### config.mk
export PLATFORM = sky130hd
export DESIGN_NAME = wuelfc_top
export DESIGN_NICKNAME = d
export VERILOG_FILES = /design/src/wuelfc_dummy_unused.v /design/src/wuelfc_ms_divider.v /design/src/wuelfc_cal_clock.v /design/src/wuelfc_top.v
export VERILOG_INCLUDE_DIRS = /design/src
export SDC_FILE = /design/constraint.sdc
export NUM_CORES = 1
export LEC_CHECK = 0
export BUFFER_PORTS_ARGS = -buffer_cell sky130_fd_sc_hd__buf_2
export CAP_MARGIN = 5
export CORE_UTILIZATION = 58
export CTS_BUF_LIST = sky130_fd_sc_hd__clkbuf_16
export CTS_CLUSTER_DIAMETER = 100
export DETAILED_ROUTE_END_ITERATION = 12
export PLACE_DENSITY = 0.78
export SLEW_MARGIN = 20
export SYNTH_ARGS = -nofsm -noshare
export SYNTH_HDL_FRONTEND = slang
export SYNTH_HIERARCHICAL = 1
export SYNTH_SLANG_ARGS = --single-unit
### constraint.sdc
create_clock -name core_clk -period 8.55 [get_ports core_clk]
set_input_delay 1.2825 -clock core_clk [delete_from_list [all_inputs] [get_ports core_clk]]
set_output_delay 1.2825 -clock core_clk [all_outputs]
set_load 0.02 [all_outputs]
### src/wuelfc_regs.vh
`ifndef WUELFC_REGS_VH
`define WUELFC_REGS_VH

////////////////////////////////////////////////////////////////////////////
// Address decode
`define WUELFC_BASE_BLOCKING    4'h2
`define WUELFC_BASE_NONBLOCKING 4'h3
`define WUELFC_OFF_STATUS_HI    8'h02
`define WUELFC_OFF_STATUS_LO    8'h03
`define WUELFC_OFF_DIV_HI       8'h04
`define WUELFC_OFF_DIV_LO       8'h05
`define WUELFC_OFF_WUE_HI       8'h06
`define WUELFC_OFF_WUE_LO       8'h07
`define WUELFC_OFF_TRIM_HI      8'h0E
`define WUELFC_OFF_TRIM_LO      8'h0F

////////////////////////////////////////////////////////////////////////////
// Field positions
`define WUELFC_WUE_CHARGE_BIT   7
`define WUELFC_WUE_CURRENT_BIT  6
`define WUELFC_WUE_CAL_BIT      5
`define WUELFC_WUE_BUS_BIT      4
`define WUELFC_WUE_LTC_BIT      7
`define WUELFC_ST_LTC_BIT       1
`define WUELFC_ST_LPM_BIT       0
`define WUELFC_TRIM_READY_BIT   15
`define WUELFC_EVENT_LTC        8

////////////////////////////////////////////////////////////////////////////
// Reset values
`define WUELFC_WUE_RESET        8'h00
`define WUELFC_DIV_RESET        16'h1000
`define WUELFC_ACTIVE_RESET     13'h0200
`define WUELFC_FAST_SHIFT       3

`endif

### src/wuelfc_dummy_unused.v
`timescale 1ns/100ps

### src/wuelfc_ms_divider.v
`timescale 1ns/100ps
// Divides the link clock by the millisecond value into two tick trains
module wuelfc_ms_divider (
  core_clk,
  rst,
  divValue,
  restart,
  slowTick_q,
  fastTick_q
);
`include "wuelfc_regs.vh"
  input  wire        core_clk;    // Link clock
  input  wire        rst;         // Synchronous reset
  input  wire [15:0] divValue;    // Millisecond divider value
  input  wire        restart;     // Restart both counters
  output reg         slowTick_q;  // One pulse per divider period
  output reg         fastTick_q;  // Pulse every eighth of a period

  reg  [15:0] slowCnt_q;          // Slow period counter
  reg  [15:0] fastCnt_q;          // Fast period counter
  wire [15:0] fastValue;          // Fast period length
  wire [15:0] slowLast;           // Last count of slow period
  wire [15:0] fastLast;           // Last count of fast period

  assign fastValue = divValue >> `WUELFC_FAST_SHIFT;
  // Zero lengths behave as one cycle so ticks never stop
  assign slowLast = (divValue == 16'h0000) ? 16'h0000 : divValue - 16'h0001;
  assign fastLast = (fastValue == 16'h0000) ? 16'h0000 : fastValue - 16'h0001;

  //////////////////////////////////////////////////////////////////////////
  // Slow and fast counters
  always @(posedge core_clk) begin
    if (rst || restart) begin
      slowCnt_q  <= 16'h0000;
      fastCnt_q  <= 16'h0000;
      slowTick_q <= 1'b0;
      fastTick_q <= 1'b0;
    end else begin
      // Slow train: one tick each divider period
      if (slowCnt_q >= slowLast) begin
        slowCnt_q  <= 16'h0000;
        slowTick_q <= 1'b1;
      end else begin
        slowCnt_q  <= slowCnt_q + 16'h0001;
        slowTick_q <= 1'b0;
      end
      // Fast train: eight ticks per divider period
      if (fastCnt_q >= fastLast) begin
        fastCnt_q  <= 16'h0000;
        fastTick_q <= 1'b1;
      end else begin
        fastCnt_q  <= fastCnt_q + 16'h0001;
        fastTick_q <= 1'b0;
      end
    end
  end
endmodule

### src/wuelfc_cal_clock.v
`timescale 1ns/100ps
// Measures the low-power oscillator against the millisecond tick
module wuelfc_cal_clock (
  core_clk,
  rst,
  slowTick,
  oscTick,
  resync,
  fineField,
  lowPowerMode,
  ready_q,
  active_q,
  lifetimeTick_q,
  timerTick_q,
  currentTick_q
);
`include "wuelfc_regs.vh"
  input  wire        core_clk;        // Link clock
  input  wire        rst;             // Synchronous reset
  input  wire        slowTick;        // Millisecond tick
  input  wire        oscTick;         // Low-power oscillator tick
  input  wire        resync;          // Start a new synchronisation
  input  wire [1:0]  fineField;       // Fine correction
  input  wire        lowPowerMode;    // Device in low-power mode
  output reg         ready_q;         // Synchronisation complete
  output reg  [12:0] active_q;        // Active divider value
  output reg         lifetimeTick_q;  // Calibrated tick, all modes
  output reg         timerTick_q;     // Calibrated tick, low power only
  output reg         currentTick_q;   // Calibrated tick, low power only

  localparam S_WAIT = 3'b001;         // Waiting for period start
  localparam S_MEAS = 3'b010;         // Counting oscillator ticks
  localparam S_DONE = 3'b100;         // Synchronised

  reg  [2:0]  state_q;                // Sync state
  reg  [12:0] measCnt_q;              // Oscillator ticks in period
  reg  [12:0] calCnt_q;               // Calibrated clock counter
  wire [13:0] measSum;                // Count plus fine correction
  wire [12:0] measNext;               // Saturated count
  wire [12:0] calLast;                // Last count of calibrated period

  assign measSum  = {1'b0, measCnt_q} + {12'h000, fineField};
  assign measNext = measSum[13] ? 13'h1FFF : measSum[12:0];
  assign calLast  = (active_q == 13'h0000) ? 13'h0000 : active_q - 13'h0001;

  //////////////////////////////////////////////////////////////////////////
  // Synchronisation sequencer
  always @(posedge core_clk) begin
    if (rst) begin
      state_q   <= S_WAIT;
      ready_q   <= 1'b0;
      active_q  <= `WUELFC_ACTIVE_RESET;
      measCnt_q <= 13'h0000;
    end else if (resync) begin
      // A divider or fine change drops the ready flag
      state_q   <= S_WAIT;
      ready_q   <= 1'b0;
      measCnt_q <= 13'h0000;
    end else begin
      case (state_q)
        S_WAIT: begin
          if (slowTick) begin
            state_q   <= S_MEAS;
            // Opening edge counts, closing edge does not: no lost tick
            measCnt_q <= {12'h000, oscTick};
          end
        end
        S_MEAS: begin
          if (slowTick) begin
            // Period closed: load measured divider
            active_q <= measNext;
            ready_q  <= 1'b1;
            state_q  <= S_DONE;
          end else if (oscTick && measCnt_q != 13'h1FFF) begin
            measCnt_q <= measCnt_q + 13'h0001;
          end
        end
        S_DONE: begin
          state_q <= S_DONE;
        end
        default: begin
          state_q <= S_WAIT;
        end
      endcase
    end
  end

  //////////////////////////////////////////////////////////////////////////
  // Calibrated clock from the oscillator and the active divider
  always @(posedge core_clk) begin
    if (rst) begin
      calCnt_q       <= 13'h0000;
      lifetimeTick_q <= 1'b0;
      timerTick_q    <= 1'b0;
      currentTick_q  <= 1'b0;
    end else begin
      lifetimeTick_q <= 1'b0;
      timerTick_q    <= 1'b0;
      currentTick_q  <= 1'b0;
      if (oscTick) begin
        if (calCnt_q >= calLast) begin
          calCnt_q       <= 13'h0000;
          lifetimeTick_q <= 1'b1;
          timerTick_q    <= lowPowerMode;
          currentTick_q  <= lowPowerMode;
        end else begin
          calCnt_q <= calCnt_q + 13'h0001;
        end
      end
    end
  end
endmodule

### src/wuelfc_top.v
`timescale 1ns/100ps
// Wake-up enables, wake causes and low-frequency clock control
module wuelfc_top (
  core_clk,
  rst,
  regAddr,
  regWrEn,
  regRdEn,
  regWide,
  regWrData,
  regRdData_q,
  regRdValid_q,
  lowPowerMode,
  wakeEvents,
  oscTick,
  dividerFineField,
  wakeRequest_q,
  dieLinkSlowClock_q,
  dieLinkFastClock_q,
  dividerReadyFlag_q,
  activeDividerValue_q,
  lifetimeTick_q,
  timerTick_q,
  currentTick_q
);
`include "wuelfc_regs.vh"
  input  wire        core_clk;              // Die link clock
  input  wire        rst;                   // Power-up reset
  input  wire [11:0] regAddr;               // Global register address
  input  wire        regWrEn;               // Write strobe
  input  wire        regRdEn;               // Read strobe
  input  wire        regWide;               // 16-bit transfer
  input  wire [15:0] regWrData;             // Write data
  output reg  [15:0] regRdData_q;           // Read data
  output reg         regRdValid_q;          // Read data valid
  input  wire        lowPowerMode;          // Device in low-power mode
  input  wire [8:0]  wakeEvents;            // Wake source pulses
  input  wire        oscTick;               // Low-power oscillator tick
  input  wire [1:0]  dividerFineField;      // Fine correction
  output reg         wakeRequest_q;         // Leave low-power mode
  output wire        dieLinkSlowClock_q;    // Slow link tick
  output wire        dieLinkFastClock_q;    // Fast link tick
  output wire        dividerReadyFlag_q;    // Calibrated clock synced
  output wire [12:0] activeDividerValue_q;  // Active divider
  output wire        lifetimeTick_q;        // Lifetime counter tick
  output wire        timerTick_q;           // Timer tick
  output wire        currentTick_q;         // Current trigger tick

  ////////////////////////////////////////////////////////////////////////////
  // Registers
  reg  [7:0]  wakeEnableHigh_q;             // Pin, bus and sensor enables
  reg         wakeLifetimeOverflowEn_q;     // Lifetime overflow enable
  reg  [15:0] msDividerValue_q;             // Millisecond divider
  reg  [7:0]  wakeCause_q;                  // Wake causes, low byte
  reg         wakeLtcCause_q;               // Lifetime wake cause
  reg         wakeLpmCause_q;               // Wake after low power
  reg  [1:0]  fine_q;                       // Last fine field seen
  reg         resync_q;                     // Restart synchronisation
  reg         divRestart_q;                 // Restart divider counters

  ////////////////////////////////////////////////////////////////////////////
  // Decode
  wire        baseHit;                      // Block address space
  wire [7:0]  off;                          // Offset in block
  wire [7:0]  offPair;                      // Even offset of wide access
  wire        wr;                           // Block write
  wire [8:0]  enables;                      // All nine enables
  wire [8:0]  wakeHits;                     // Enabled events in low power
  wire [15:0] trimWord;                     // Trim pair
  wire [15:0] statusWord;                   // Status pair
  wire [15:0] wueWord;                      // Enable pair
  wire        wrWueHi;                      // Write enable high byte
  wire        wrWueLo;                      // Write enable low byte
  wire        wrStHi;                       // Write status high byte
  wire        wrStLo;                       // Write status low byte
  wire        wrDiv;                        // Wide divider write
  wire [7:0]  dHi;                          // Byte for even offset
  wire [7:0]  dLo;                          // Byte for odd offset

  // Both base windows map to the same registers
  assign baseHit = (regAddr[11:8] == `WUELFC_BASE_BLOCKING) ||
                   (regAddr[11:8] == `WUELFC_BASE_NONBLOCKING);
  assign off     = regAddr[7:0];
  assign offPair = {regAddr[7:1], 1'b0};
  assign wr      = regWrEn && baseHit;
  assign dHi     = regWide ? regWrData[15:8] : regWrData[7:0];
  assign dLo     = regWrData[7:0];

  // Wide accesses cover the even byte and the following odd byte
  assign wrWueHi = wr && (regWide ? offPair == `WUELFC_OFF_WUE_HI
                                  : off == `WUELFC_OFF_WUE_HI);
  assign wrWueLo = wr && (regWide ? offPair == `WUELFC_OFF_WUE_HI
                                  : off == `WUELFC_OFF_WUE_LO);
  assign wrStHi  = wr && (regWide ? offPair == `WUELFC_OFF_STATUS_HI
                                  : off == `WUELFC_OFF_STATUS_HI);
  assign wrStLo  = wr && (regWide ? offPair == `WUELFC_OFF_STATUS_HI
                                  : off == `WUELFC_OFF_STATUS_LO);
  // Byte writes to the divider are dropped
  assign wrDiv   = wr && regWide && (offPair == `WUELFC_OFF_DIV_HI);

  assign enables  = {wakeLifetimeOverflowEn_q, wakeEnableHigh_q};
  // Disabled sources cannot end low power
  assign wakeHits = lowPowerMode ? (wakeEvents & enables) : 9'h000;

  // Bits 14 and 13 of trim read zero
  assign trimWord   = {dividerReadyFlag_q, 2'b00,
                       activeDividerValue_q};
  assign statusWord = {6'h00, wakeLtcCause_q, wakeLpmCause_q,
                       wakeCause_q};
  assign wueWord    = {wakeEnableHigh_q, wakeLifetimeOverflowEn_q,
                       7'h00};

  ////////////////////////////////////////////////////////////////////////////
  // Writable registers
  always @(posedge core_clk) begin
    if (rst) begin
      wakeEnableHigh_q         <= `WUELFC_WUE_RESET;
      wakeLifetimeOverflowEn_q <= 1'b0;
      msDividerValue_q         <= `WUELFC_DIV_RESET;
      divRestart_q             <= 1'b0;
    end else begin
      divRestart_q <= wrDiv;
      if (wrWueHi) begin
        // Charge, current, calibration, bus and four pin enables
        wakeEnableHigh_q <= dHi;
      end
      if (wrWueLo) begin
        wakeLifetimeOverflowEn_q <= dLo[`WUELFC_WUE_LTC_BIT];
      end
      if (wrDiv) begin
        msDividerValue_q <= regWrData;
      end
      // Trim writes have no branch here at all
    end
  end

  ////////////////////////////////////////////////////////////////////////////
  // Wake causes and wake request; a new cause beats a clear
  always @(posedge core_clk) begin
    if (rst) begin
      wakeCause_q    <= 8'h00;
      wakeLtcCause_q <= 1'b0;
      wakeLpmCause_q <= 1'b0;
      wakeRequest_q  <= 1'b0;
    end else begin
      wakeRequest_q  <= |wakeHits;
      wakeCause_q    <= (wakeCause_q & ~(wrStLo ? dLo : 8'h00)) |
                        wakeHits[7:0];
      wakeLtcCause_q <= (wakeLtcCause_q &
                        ~(wrStHi && dHi[`WUELFC_ST_LTC_BIT])) |
                        wakeHits[`WUELFC_EVENT_LTC];
      wakeLpmCause_q <= (wakeLpmCause_q &
                        ~(wrStHi && dHi[`WUELFC_ST_LPM_BIT])) |
                        (|wakeHits);
    end
  end

  ////////////////////////////////////////////////////////////////////////////
  // Resynchronise on divider or fine field change
  always @(posedge core_clk) begin
    if (rst) begin
      fine_q   <= 2'b00;
      resync_q <= 1'b0;
    end else begin
      fine_q   <= dividerFineField;
      resync_q <= (wrDiv && regWrData != msDividerValue_q) ||
                  (fine_q != dividerFineField);
    end
  end

  ////////////////////////////////////////////////////////////////////////////
  // Read port, one cycle after the strobe
  always @(posedge core_clk) begin
    if (rst) begin
      regRdData_q  <= 16'h0000;
      regRdValid_q <= 1'b0;
    end else begin
      regRdValid_q <= regRdEn;
      regRdData_q  <= 16'h0000;
      if (regRdEn && baseHit) begin
        if (regWide) begin
          case (offPair)
            `WUELFC_OFF_STATUS_HI: regRdData_q <= statusWord;
            `WUELFC_OFF_DIV_HI:    regRdData_q <= msDividerValue_q;
            `WUELFC_OFF_WUE_HI:    regRdData_q <= wueWord;
            `WUELFC_OFF_TRIM_HI:   regRdData_q <= trimWord;
            default:               regRdData_q <= 16'h0000;
          endcase
        end else begin
          // Byte reads; the divider answers zero
          case (off)
            `WUELFC_OFF_STATUS_HI: regRdData_q <= {8'h00, statusWord[15:8]};
            `WUELFC_OFF_STATUS_LO: regRdData_q <= {8'h00, statusWord[7:0]};
            `WUELFC_OFF_WUE_HI:    regRdData_q <= {8'h00, wueWord[15:8]};
            `WUELFC_OFF_WUE_LO:    regRdData_q <= {8'h00, wueWord[7:0]};
            `WUELFC_OFF_TRIM_HI:   regRdData_q <= {8'h00, trimWord[15:8]};
            `WUELFC_OFF_TRIM_LO:   regRdData_q <= {8'h00, trimWord[7:0]};
            default:               regRdData_q <= 16'h0000;
          endcase
        end
      end
    end
  end

  ////////////////////////////////////////////////////////////////////////////
  // Millisecond divider
  wuelfc_ms_divider u_div (
    .core_clk   (core_clk),
    .rst        (rst),
    .divValue   (msDividerValue_q),
    .restart    (divRestart_q),
    .slowTick_q (dieLinkSlowClock_q),
    .fastTick_q (dieLinkFastClock_q)
  );

  ////////////////////////////////////////////////////////////////////////////
  // Calibrated low-frequency clock
  wuelfc_cal_clock u_cal (
    .core_clk       (core_clk),
    .rst            (rst),
    .slowTick       (dieLinkSlowClock_q),
    .oscTick        (oscTick),
    .resync         (resync_q),
    .fineField      (dividerFineField),
    .lowPowerMode   (lowPowerMode),
    .ready_q        (dividerReadyFlag_q),
    .active_q       (activeDividerValue_q),
    .lifetimeTick_q (lifetimeTick_q),
    .timerTick_q    (timerTick_q),
    .currentTick_q  (currentTick_q)
  );
endmodule

==> impl_metrics.env <==
export IMPL_outcome="completed"
export IMPL_cts_tree="built"
export IMPL_hold_class="reg -> reg"
export IMPL_fill_cells=1230
export IMPL_dpl_hpwl_um=15400
export IMPL_period_share_pct=50.9
export IMPL_numCtsBuffers=17
export IMPL_crit_required_ps=8820
export IMPL_r2r_cells=13
export IMPL_synth_edff_count=0
export IMPL_post_synth_cell_area_avg_sq_um=8.31
export IMPL_area_growth_pct=11.0
export IMPL_final_setup_viol_count=0
export IMPL_yosys_top_cells_area="dfxtp_1, ha_1, xnor2_1"
export IMPL_cp_num_buf_inv=1
export IMPL_io_pins=83
export IMPL_drive_above_1_share_pct=14.0
export IMPL_rows=44
export IMPL_die_y_um=123
export IMPL_finalWeightedCongestion=0.937
export IMPL_cts_root_buf="clkbuf_16"
export IMPL_clk_pin_slew_ps=60
export IMPL_cts_hold_buffers=0
export IMPL_worst_path_max_fanout=16
export IMPL_path_cells="inv_1 -> ha_1 -> or3b_4 -> or4b_4 -> or2_2 -> nor2_1 -> mux2i_1 -> ha_1 -> nand2_1 -> nor4_1 -> o311ai_0 -> nand4_1 -> nor2_1"
export IMPL_insertedDiodeCount=0
export IMPL_ys_seq_elements=136
export IMPL_slew_violations=0
export IMPL_syn_area_sq_mm=0.00855
export IMPL_cp_start_kind="flop"
export IMPL_holdPathEnd="u_div/slowCnt_q[0]"
export IMPL_h_tree_depth=4
export IMPL_ys_flop_type="dfxtp_1"
export IMPL_synth_async_reset_ratio_pct=0
export IMPL_reg2reg_to="u_div/slowCnt_q[5]"
export IMPL_cpMaxStageDelayCell="nand4_1"
export IMPL_cts_resized=0
export IMPL_powerDensity_mw_per_mm2=149
export IMPL_die_w_um=123
export IMPL_tns_ps=0
export IMPL_hold_start="u_div/slowCnt_q[0]"
export IMPL_dieArea_sq_mm=0.0152
export IMPL_rr_startpoint="msDividerValue_q[3]"
export IMPL_min_period_ps=4350
export IMPL_dr_first_iter_drc_count=618
export IMPL_insertion_delay_ps=420
export IMPL_drt_total_wl_um=21500
export IMPL_finalHoldViolCount=0
export IMPL_clkSinkCount=136
export IMPL_antenna_left=0
export IMPL_timing_hold_ws_ps=464
export IMPL_antenna_found_initial=0
export IMPL_critPathMaxStageDelay_ps=580
export IMPL_remaining_drc_errors=0
export IMPL_fmax_ghz=0.230
export IMPL_coreArea_sq_mm=0.0145
export IMPL_drv_cap=0
export IMPL_critPathKind="reg -> reg"
export IMPL_initial_core_util_pct=59.0
export IMPL_clockBufferDepth=2
export IMPL_syn_inst=1029
export IMPL_yosysMostFrequentCell="dfxtp_1"
export IMPL_skew_ps=10.6
export IMPL_ys_seq_area_share_pct=31.8
export IMPL_final_nets=1183
export IMPL_syn_num_nets=1132
export IMPL_grt_pass1_wl_um=34800
export IMPL_yosysWarnings=6
export IMPL_synth_cell_types=78
export IMPL_yosysTopAreaCellShare_pct=31.8
export IMPL_routed_via_density=6.07
export IMPL_cp_data_arrival_time_ps=4620
export IMPL_post_synth_top_area_cell="dfxtp_1"
export IMPL_grt_usage_pct=29.3
export IMPL_relSlewSlack_pct=33.6
export IMPL_overflow=0
export IMPL_rsz0062_at_grt="no"
export IMPL_r2r_setup_slack_ps=4200
export IMPL_wl_per_cell_um=16.8
export IMPL_cts_setup_buffers=0
export IMPL_port_buffer_count=81
export IMPL_route_vias_total=7752
export IMPL_power_leakage_nw=3.82
export IMPL_worst_slew_pin_slew_ps=991
export IMPL_first_pass_iters=5
export IMPL_min_path_cells=1
export IMPL_ir_drop_mv=0.149
export IMPL_cp_depth=13
export IMPL_synth_common_cells="dfxtp_1, nand2_1, nor2_1, a21oi_1, ha_1"
export IMPL_crit_family="simple AND/OR/NAND/NOR gates"
export IMPL_endpoint_kind="flop"
export IMPL_grt_pass1_vias=7159
export IMPL_grt_max_degree=79
-- routing by layer --
layer  vias to the layer above  global-route usage [%]  wire length, um
li1                       3824                       -                -
met1                      3629                    36.8             9640
met3                        41                    6.73             1210
met2                       258                    48.3            10100
met4                         0                    11.5              472
met5                         -                       0                0
-- placed cells by master (no fill, tap or decap), drive strengths merged, types with 22 or more instances in the layout --
cell / n
inv: 36
nand4: 22
a211oi: 25
nor2: 97
dfxtp: 136
xor2: 39
nand2: 125
a21oi: 66
o21ai: 25
buf: 84
nand3: 42
xnor2: 55
nor3: 28
ha: 56
-- cells by family (layout without fill, tap and decap cells) --
kind of cell               Yosys count  after routing  share of synthesized area (%)
adders and majority gates           57             57                           8.43
buffers and inverters               84            148                           4.73
and+or+nand+nor                    421            421                           25.2
xor gates and xnor gates            94             94                           9.63
DFF                                136            136                           31.8
muxes                               25             25                           3.07
AOI/OAI and AO/OA                  212            212                           17.1
-- per-stage QoR --
| stage | cell area [sq um] | cells | power, mW | util, % | worst slack [ps] |
|---|---|---|---|---|---|
| after floorplan | 8550 | 1029 | 0.701 | - | 4700 |
| after global placement | 8920 | 1245 | 0.726 | 61.6 | 4330 |
| after detailed placement | 8920 | 1245 | 0.727 | 61.6 | 4270 |
| after CTS | 9490 | 1277 | 1.42 | 65.5 | 4250 |
| after global routing | 9490 | 1277 | 1.46 | 65.5 | 3790 |
| final | 9490 | 1277 | 1.41 | 65.5 | 4200 |
-- cell type report --
type | instances | area (sq um) | area share (%)
repair buffers | 84 | 428 | 4.51
flip-flops and latches | 136 | 2720 | 28.7
inverters | 32 | 120 | 1.27
well taps | 184 | 230 | 2.43
multi-input cells | 809 | 5420 | 57.2
clock inverters | 15 | 139 | 1.46
clock buffers | 17 | 425 | 4.48
-- report_power, final --
group          internal [mW]  leakage [nW]  switching, mW
logic                 0.0257          2.44         0.0461
clock network          0.424         0.279          0.276
registers              0.638          1.10        0.00442
-- state kept, by name, indices dropped and copies added, names as in the netlist, 2 cells and up --
name,flops
u_cal/measCnt_q,13
wakeCause_q,8
u_div/fastCnt_q,16
u_cal/active_q,13
msDividerValue_q,16
regRdData_q,16
wakeEnableHigh_q,8
u_cal/calCnt_q,13
u_cal/state_q,3
u_div/slowCnt_q,16
fine_q,2
-- worst max path at each step --
stage,startpoint,to,slack (ps)
after floorplan,msDividerValue_q[3],u_div/slowCnt_q[10],4700
after global routing,msDividerValue_q[3],u_div/slowCnt_q[13],3790
final,msDividerValue_q[3],u_div/slowCnt_q[5],4200
after CTS,msDividerValue_q[3],u_div/slowCnt_q[5],4250
after global placement,msDividerValue_q[3],u_div/fastCnt_q[14],4330
after detailed placement,msDividerValue_q[3],u_div/slowCnt_q[5],4270
Power figures use the tool's default switching activity.
